### config.mk
export PLATFORM = sky130hd
export DESIGN_NAME = dsc_status_control
export DESIGN_NICKNAME = d
export VERILOG_FILES = /design/src/core/dsc_pkg.sv /design/src/core/dsc_status_control.sv /design/src/core/dsc_sticky_flag.sv
export SDC_FILE = /design/constraint.sdc
export NUM_CORES = 1
export LEC_CHECK = 0
export CELL_PAD_IN_SITES_DETAIL_PLACEMENT = 1
export CELL_PAD_IN_SITES_GLOBAL_PLACEMENT = 1
export CORE_MARGIN = 4
export CORE_UTILIZATION = 25
export DETAILED_ROUTE_END_ITERATION = 8
export DONT_BUFFER_PORTS = 1
export GPL_TIMING_DRIVEN = 0
export PLACE_DENSITY_LB_ADDON = 0.1
export SYNTH_ARGS = -nofsm -noshare
export SYNTH_HDL_FRONTEND = slang
export SYNTH_SLANG_ARGS = --single-unit
### constraint.sdc
create_clock -name clock -period 1 [get_ports clock]
set_clock_uncertainty 0.1 [all_clocks]
set_input_delay 0.2 -clock clock [delete_from_list [all_inputs] [get_ports clock]]
set_output_delay 0.2 -clock clock [all_outputs]
set_load 0.005 [all_outputs]
### src/core/dsc_pkg.sv
// Purpose: Shared constants and types for the debug status and control block.
// Assumes: One clock domain, synchronous active-high reset.
// Notes: Bit positions refer to the 32-bit debug_status_control register, apart from the sticky-clear request in debug_run_control.
package dsc_pkg;

  // Architecture version of the debug logic.
  typedef enum logic {DSC_V61, DSC_V7} dsc_version_t;

  // Field positions in debug_status_control.
  localparam int DSC_BIT_STICKY_IMPRECISE = 7;
  localparam int DSC_BIT_STICKY_UNDEF = 8;
  localparam int DSC_BIT_NO_POWERDOWN = 9;
  localparam int DSC_BIT_FORCE_ACK = 10;
  localparam int DSC_BIT_IRQ_INHIBIT = 11;
  localparam int DSC_BIT_USER_COMMS_OFF = 12;
  localparam int DSC_BIT_EXEC_ENABLE = 13;
  localparam int DSC_BIT_HALT_ENABLE = 14;
  localparam int DSC_BIT_MONITOR_ENABLE = 15;
  localparam int DSC_BIT_SECURE_INV_DIS = 16;
  localparam int DSC_BIT_SECURE_NONINV_DIS = 17;
  localparam int DSC_BIT_NONSECURE = 18;
  localparam int DSC_BIT_DISCARD_ABORT = 19;

  // Field position of the sticky-clear request in debug_run_control.
  localparam int DSC_RUNCTRL_CLEAR_STICKY = 2;

  // Reset values of the stored control bits and of the read data.
  localparam logic DSC_RESET_CTRL = 1'h0;
  localparam logic [31:0] DSC_RESET_READ = 32'h0000_0000;

  // Processor state seen by the block.
  typedef struct packed {
    logic inDebugState;
    logic monitorMode;
    logic securityConfigWorld;
  } dsc_core_t;

  // Authentication inputs.
  typedef struct packed {
    logic invasiveDebugEnableIn;
    logic secureInvasiveEnableIn;
    logic secureNoninvasiveEnableIn;
  } dsc_auth_t;

endpackage

### src/core/dsc_status_control.sv
// Purpose: Bits 7 to 19 of debug_status_control: sticky flags, debug controls, security status.
// Assumes: All inputs synchronous to clock; read and write strobes are one-cycle pulses.
// Notes: Every output is registered, so effects appear one cycle after an input changes and two cycles after a register write.
// Summary of operation
// - Undefined exception on a debug-state instruction sets sticky bit 8.
// - Newest version: sticky bit 8 clears only through run-control bit 2.
// - Sticky bit 8 holds unchanged outside debug state.
// - Intermediate version: bit 8 reads zero outside debug, clears on external read.
// - Newest version: bit 9 reads zero and ignores writes.
// - Force-ack bit 10 drives ack, trigger and cpu-done outputs high.
// - Inhibit bit 11 blocks normal and fast interrupt inputs.
// - Inhibit ignored whenever debug-mode enables read as zero.
// - Bit 12 makes user-mode comms register accesses undefined.
// - Bit 13 enables instruction execution; absent mechanism reads zero.
// - Bit 14 enables halting mode, masked and read zero while invasive enable low.
// - Bit 15 enables monitor mode, masked and read zero while invasive enable low.
// - Halting enabled forces monitor mode off.
// - Save path captures stored debug-mode enables, not masked ones.
// - Bit 16 reads inverse of secure invasive enable, zero without security.
// - Bit 17 reads inverse of secure non-invasive enable, zero without security.
// - Bit 18 reads one only with world bit set outside monitor mode.
// - Bit 19 sets automatically on debug entry and is read-only.
// - Bit 19 clears when debug state is left.
// - Imprecise abort while discarding sets sticky bit 7 and is dropped.
`timescale 1ns/1ps

module dsc_status_control #(
  parameter dsc_pkg::dsc_version_t VERSION = dsc_pkg::DSC_V7,
  parameter bit SECURITY_EXT = 1'h1,
  parameter bit EXEC_MECHANISM = 1'h1
) (
  // Clock and reset.
  input wire logic clock,
  input wire logic reset,
  // Register access to debug_status_control.
  input wire logic regWrite,
  input wire logic [31:0] regWriteData,
  input wire logic extRead,
  input wire logic cpRead,
  output logic [31:0] readData,
  // Write to debug_run_control.
  input wire logic runCtrlWrite,
  input wire logic [31:0] runCtrlData,
  // Processor state and events.
  input wire dsc_pkg::dsc_core_t core,
  input wire dsc_pkg::dsc_auth_t auth,
  input wire logic undefInDebug,
  input wire logic impreciseAbort,
  output logic abortTaken,
  // Debug handshake from the core and forced outputs.
  input wire logic coreDebugAck,
  input wire logic coreTrigger,
  input wire logic coreCpuDone,
  output logic debugAckOut,
  output logic debugTriggerOut,
  output logic cpuDoneOut,
  // Interrupt inputs and gated outputs.
  input wire logic irqIn,
  input wire logic fastIrqIn,
  output logic irqOut,
  output logic fastIrqOut,
  // Coprocessor access check.
  input wire logic cpAccess,
  input wire logic cpUserMode,
  input wire logic cpCommsTarget,
  output logic cpAccessDone,
  output logic cpAccessUndef,
  // Effective mode enables and saved state.
  output logic haltingEnabled,
  output logic monitorEnabled,
  output logic execEnabled,
  output logic [1:0] saveModeBits
);
  import dsc_pkg::*;

  ////////////////////////////////////////////////////////////////////////////
  // Stored control bits.

  logic forceAck;
  logic irqInhibit;
  logic userCommsOff;
  logic execEnable;
  logic haltStored;
  logic monitorStored;
  logic discardAbort;
  logic prevInDebug;
  logic stickyUndef;
  logic stickyImprecise;
  logic haltView;
  logic monitorView;
  logic inhibitActive;
  logic stickyClear;

  // reset to zero
  // Software writes the control field; reset leaves debug off, interrupts on.
  always_ff @(posedge clock) begin
    if (reset) begin
      forceAck <= DSC_RESET_CTRL;
      irqInhibit <= DSC_RESET_CTRL;
      userCommsOff <= DSC_RESET_CTRL;
      execEnable <= DSC_RESET_CTRL;
      haltStored <= DSC_RESET_CTRL;
      monitorStored <= DSC_RESET_CTRL;
    end else if (regWrite) begin
      forceAck <= regWriteData[DSC_BIT_FORCE_ACK];
      irqInhibit <= regWriteData[DSC_BIT_IRQ_INHIBIT];
      userCommsOff <= regWriteData[DSC_BIT_USER_COMMS_OFF];
      execEnable <= EXEC_MECHANISM & regWriteData[DSC_BIT_EXEC_ENABLE];
      haltStored <= regWriteData[DSC_BIT_HALT_ENABLE];
      monitorStored <= regWriteData[DSC_BIT_MONITOR_ENABLE];
    end
  end

  ////////////////////////////////////////////////////////////////////////////
  // Masked mode enables.

  assign haltView = haltStored & auth.invasiveDebugEnableIn;
  assign monitorView = monitorStored & auth.invasiveDebugEnableIn;
  assign inhibitActive = irqInhibit & (haltView | monitorView);

  ////////////////////////////////////////////////////////////////////////////
  // Discard of imprecise aborts.

  // clear on exit
  // The bit follows debug entry and exit only; register writes never reach it.
  always_ff @(posedge clock) begin
    if (reset) begin
      discardAbort <= 1'h0;
      prevInDebug <= 1'h0;
    end else begin
      prevInDebug <= core.inDebugState;
      if (core.inDebugState && !prevInDebug) begin
        discardAbort <= 1'h1;
      end else if (!core.inDebugState) begin
        discardAbort <= 1'h0;
      end
    end
  end

  // abort dropped
  // An abort is passed on only while discarding is off.
  always_ff @(posedge clock) begin
    if (reset) begin
      abortTaken <= 1'h0;
    end else begin
      abortTaken <= impreciseAbort & ~discardAbort;
    end
  end

  ////////////////////////////////////////////////////////////////////////////
  // Sticky flags.

  // read clears older
  // Clears act only in debug state, so the flags stand still outside it.
  assign stickyClear = core.inDebugState &
    ((VERSION == DSC_V7) ? (runCtrlWrite & runCtrlData[DSC_RUNCTRL_CLEAR_STICKY])
                         : extRead);

  dsc_sticky_flag undefFlag (
    .clock(clock),
    .reset(reset),
    .setEvent(undefInDebug & core.inDebugState),
    .clearEvent(stickyClear),
    .flag(stickyUndef)
  );

  dsc_sticky_flag impreciseFlag (
    .clock(clock),
    .reset(reset),
    .setEvent(impreciseAbort & discardAbort),
    .clearEvent(stickyClear),
    .flag(stickyImprecise)
  );

  ////////////////////////////////////////////////////////////////////////////
  // Read view.

  // Builds the value software sees; used by both read paths.
  function automatic logic [31:0] readView();
    logic [31:0] view;
    view = DSC_RESET_READ;
    view[DSC_BIT_STICKY_UNDEF] = stickyUndef &
      ((VERSION == DSC_V7) | core.inDebugState);
    view[DSC_BIT_STICKY_IMPRECISE] = stickyImprecise &
      ((VERSION == DSC_V7) | core.inDebugState);
    view[DSC_BIT_NO_POWERDOWN] = 1'h0;
    view[DSC_BIT_FORCE_ACK] = forceAck;
    view[DSC_BIT_IRQ_INHIBIT] = irqInhibit;
    view[DSC_BIT_USER_COMMS_OFF] = userCommsOff;
    view[DSC_BIT_EXEC_ENABLE] = execEnable;
    view[DSC_BIT_HALT_ENABLE] = haltView;
    view[DSC_BIT_MONITOR_ENABLE] = monitorView;
    view[DSC_BIT_SECURE_INV_DIS] = SECURITY_EXT & ~auth.secureInvasiveEnableIn;
    view[DSC_BIT_SECURE_NONINV_DIS] = SECURITY_EXT & ~auth.secureNoninvasiveEnableIn;
    view[DSC_BIT_NONSECURE] = SECURITY_EXT & core.securityConfigWorld & ~core.monitorMode;
    view[DSC_BIT_DISCARD_ABORT] = discardAbort;
    return view;
  endfunction

  // Read data is captured on either read strobe and holds until the next.
  always_ff @(posedge clock) begin
    if (reset) begin
      readData <= DSC_RESET_READ;
    end else if (extRead || cpRead) begin
      readData <= readView();
    end
  end

  ////////////////////////////////////////////////////////////////////////////
  // Forced handshake outputs.

  always_ff @(posedge clock) begin
    if (reset) begin
      debugAckOut <= 1'h0;
      debugTriggerOut <= 1'h0;
      cpuDoneOut <= 1'h0;
    end else begin
      debugAckOut <= coreDebugAck | forceAck;
      debugTriggerOut <= coreTrigger | forceAck;
      cpuDoneOut <= coreCpuDone | forceAck;
    end
  end

  ////////////////////////////////////////////////////////////////////////////
  // Interrupt gating.

  always_ff @(posedge clock) begin
    if (reset) begin
      irqOut <= 1'h0;
      fastIrqOut <= 1'h0;
    end else begin
      irqOut <= irqIn & ~inhibitActive;
      fastIrqOut <= fastIrqIn & ~inhibitActive;
    end
  end

  ////////////////////////////////////////////////////////////////////////////
  // Coprocessor access check.

  // user access undefined
  // Each access answers once: done, or undefined for a user-mode comms access while user comms are off.
  always_ff @(posedge clock) begin
    if (reset) begin
      cpAccessDone <= 1'h0;
      cpAccessUndef <= 1'h0;
    end else begin
      cpAccessUndef <= cpAccess & cpUserMode & cpCommsTarget & userCommsOff;
      cpAccessDone <= cpAccess & ~(cpUserMode & cpCommsTarget & userCommsOff);
    end
  end

  ////////////////////////////////////////////////////////////////////////////
  // Effective modes and save path.

  always_ff @(posedge clock) begin
    if (reset) begin
      haltingEnabled <= 1'h0;
      monitorEnabled <= 1'h0;
      execEnabled <= 1'h0;
      saveModeBits <= 2'h0;
    end else begin
      haltingEnabled <= haltView;
      monitorEnabled <= monitorView & ~haltView;
      // debugger keeps bit 13 clear outside debug; gated defensively.
      execEnabled <= execEnable & core.inDebugState;
      saveModeBits <= {monitorStored, haltStored};
    end
  end
endmodule // dsc_status_control

### src/core/dsc_sticky_flag.sv
// Purpose: One sticky flag that hardware sets and a clear request resets.
// Assumes: Synchronous active-high reset.
// Notes: A set in the same cycle as a clear wins, so no event is lost.
`timescale 1ns/1ps

module dsc_sticky_flag (
  // Clock and reset.
  input wire logic clock,
  input wire logic reset,
  // Set and clear requests.
  input wire logic setEvent,
  input wire logic clearEvent,
  // Flag state.
  output logic flag
);

  // Set has priority over clear.
  always_ff @(posedge clock) begin
    if (reset) begin
      flag <= 1'h0;
    end else if (setEvent) begin
      flag <= 1'h1;
    end else if (clearEvent) begin
      flag <= 1'h0;
    end
  end

endmodule // dsc_sticky_flag

==> results.txt <==
- In this run the cell area measured after placement is 1470 um^2.
* Final weighted congestion of routability-driven global placement: around 0.68
- Main area contributors after synthesis: dfxtp_1 53%, buf_4 11%, nand2_1 4.9%
* Ratio of total power to cell area: 1540 nW/um^2
- Distinct cell type count after synthesis: 24
- The cell count after synthesis came out at 138.
- The worst setup path is captured at a flip-flop.
- Warning count from the yosys run: 0
* Grt ovf: 0
- The wire-length estimate of the detail-placed layout is around 2500 um.
- Minimum clock period: between 1 and 1.5 ns
- Clock Path Buffers: 2
- For this run, the share of the core covered by cells in the final layout is 0.348.
* Finished Cell Area: roughly 1800 um^2
- The critical path contains buffers and inverters numbering 0 combined.
- Clock tree synthesis selected as its root buffer the cell clkbuf_8.
- The run finished, with violations left.
- Final Worst Setup Slack: -0.0561 ns
- Clock latency on the worst-skew pair, taken at its later pin, is roughly 0.28 ns.
- Of all nets on the critical path, the largest fanout is 2.
- Buffers inserted to repair hold after CTS numbered 21.
- In the final timing run, aggregate negative setup slack is -0.104 ns.
* Cell count along the critical path: 3
- Once layout is complete, the cells apart from fillers number ~260.
- Vias in the first global route: ~1100
- Endpoints failing setup: 2
* Routed WL: 3570 um
- Compared with the post-synthesis result, the final layout area differs by 35.7%.
- Of the cells placed in the final design, the portion with a size suffix greater than 1 is 0.210.
* Register name with the most flops: readData
* Clock input transition at the sequential cells of the worst setup and hold paths: roughly 0.060 ns
- The worst setup path is launched from a flip-flop.
- Antenna Cells: 0
* Max FFs per register: 12
* Violations in the final reports: hold timing, setup timing
- NumNets Final: 273
* Final hold slack: -0.000874 ns
- Data on the critical path is required at its endpoint by 1.13 ns.
- In this run the standard cell core region covers ~5000 um^2.
- Peak supply drop: 0.000466 V
- First-pass GRT wire length: between 5000 and 6000 um
- On the worst path, the slowest cell contributes a delay of 0.32 ns.
- The initial utilization of the core area, before any placement, comes to 0.256.
- Synthesis inferred 35 register bits.
- Number of antenna violations at the first check in global routing: 0
* Max-slew violation count: 0
* Most common library cell in the layout ignoring fill and taps: dfxtp_1
* Filler instances: roughly 620
- Hold Path Stages: 1
* Cell taking the most area after synthesis: dfxtp_1
- After detailed routing, the average wire length per cell comes to ~14 um.
* Sequential element share of the synthesized area: 0.535
* Length of the first detailed-routing pass in iterations: 2
* Setup repair after global routing missed its margin: yes
* Kind of critical path: reg -> reg
- Die H: 80.4 um
- Based on the critical path, the design can be clocked at up to 947 MHz.
* First DRT Iteration DRCs: 16
* GRT Total Usage: 0.119
- Detailed-route vias per instance: between 3 and 4
* Final number of hold-violating endpoints: 1
* Average cell area after synthesis: 9.49 um^2
- The synthesized netlist occupies a cell area of 1310 um^2.
- The share of synthesized area in the top cell type comes to 0.535.
* Slowest library cell on the worst path: dfxtp_2
- The die covers approximately 6500 um^2.
- Type of the most critical hold path: in -> reg
- The worst register-to-register path has a depth of 3.
- Total clock buffers created by CTS: 5
* TritonCTS clock tree: done
* Lkg Pwr: roughly 0.8 nW
- Cells traversed along the worst timing path: or2_1 -> a31oi_2 -> and2_4
* WP data arrival: 1.18 ns
- Most used cells in the layout excluding fill and tap cells: 33 x dfxtp_1, 22 x buf_4, 21 x dlygate4sd3_1
- Input and output buffers added on the ports amount to 0.
- Antenna Nets Post-Route: 0
- CTS saw 35 sinks.
- In the finished design, the share of the clock period the worst path needs comes to 1.06.
- The number of placed instances, taps included, is around 230.
- Die X: roughly 80 um
* Number of vias in the routed layout: a little over 1000
* Regs by FF count: readData: 12 flops, saveModeBits: 2 flops
- Category of cells accounting for the largest share of critical-path delay: simple AND/OR/NAND/NOR gates
* I/O pins: around 130
- Remaining DRCs: 0
- Site row count: 26
- In this run the number of H-tree levels came out at 2.
- Max-cap violations in this run came to 0.
- Largest net degree at the start of global routing: 11
## timing repair
action / CTS / global route
pin swaps: 3 / 0
hold endpoints to repair: 23 / 1
setup buffers: 2 / 0
resized for setup: 2 / 2
setup endpoints to repair: 2 / 12
## worst paths after layout
kind                      start      endpoint  slack (ns)
setup / recovery  monitorStored    fastIrqOut       -0.06
hold / removal          core[2]   prevInDebug     -0.0009
setup reg to reg  monitorStored    fastIrqOut       -0.06
hold reg to reg     prevInDebug  discardAbort        0.34
## Yosys cell counts
library cell and instances:
buf_4 20, nor2b_1 4, buf_6 2, and3b_1 1, mux2i_1 6, buf_2 3, nor2_1 17, nor2_2 1
a21oi_1 10, nand2b_1 1, nor3b_1 1, nand3b_1 1, nand3_1 4, and2_1 4, conb_1 1, a21boi_0 1
dfxtp_1 35, nand2_1 17, or2_1 2, a211oi_2 2, inv_1 1, buf_1 1, a22oi_1 2, a31oi_1 1
## worst reg2reg max path, cell delays in order, from the launching register on
cell and delay, ns:
dfxtp_2 0.32, or2_1 0.23, a31oi_2 0.20, and2_4 0.16
## per-layer routing
metal	track usage	wire [um]
met1	0.122	1360
met2	0.209	1840
met3	0.0527	318
met4	0.0456	51
met5	0	0
## cell type report
type	instances	area (um^2)	share of cell area
inverters	1	3.75	0.00211
repair buffers	23	225	0.127
well taps	70	87.6	0.0493
flip-flops and latches	35	703	0.395
clock buffers	6	72.6	0.0408
plain buffers	26	191	0.108
multi-input cells	95	494	0.278
## logic make-up (layout without fill, tap and decap cells)
family,Yosys count,after routing,synth area share
muxes,6,6,0.0458
buffers and inverters,27,56,0.149
DFF,35,35,0.535
AOI/OAI and AO/OA,16,16,0.0793
and+or+nand+nor,53,53,0.188
other,1,20,0.00286
## metrics by stage
stage / setup slack [ns] / power (W)
5_1_grt: -0.109 / 0.00289
2_1_floorplan: -0.0285 / 0.00172
6_report: -0.0561 / 0.00274
4_1_cts: -0.00552 / 0.00278
3_3_place_gp: -0.268 / 0.00176
3_5_place_dp: -0.248 / 0.00177
## power by group
group / switching (W) / total (W) / internal (W)
registers: 0.0000459 / 0.00151 / 0.00146
clock network: 0.000453 / 0.000917 / 0.000463
logic: 0.000136 / 0.000313 / 0.000177
total: 0.000635 / 0.00274 / 0.00210
No activity file was read; power rests on OpenSTA's default activity.
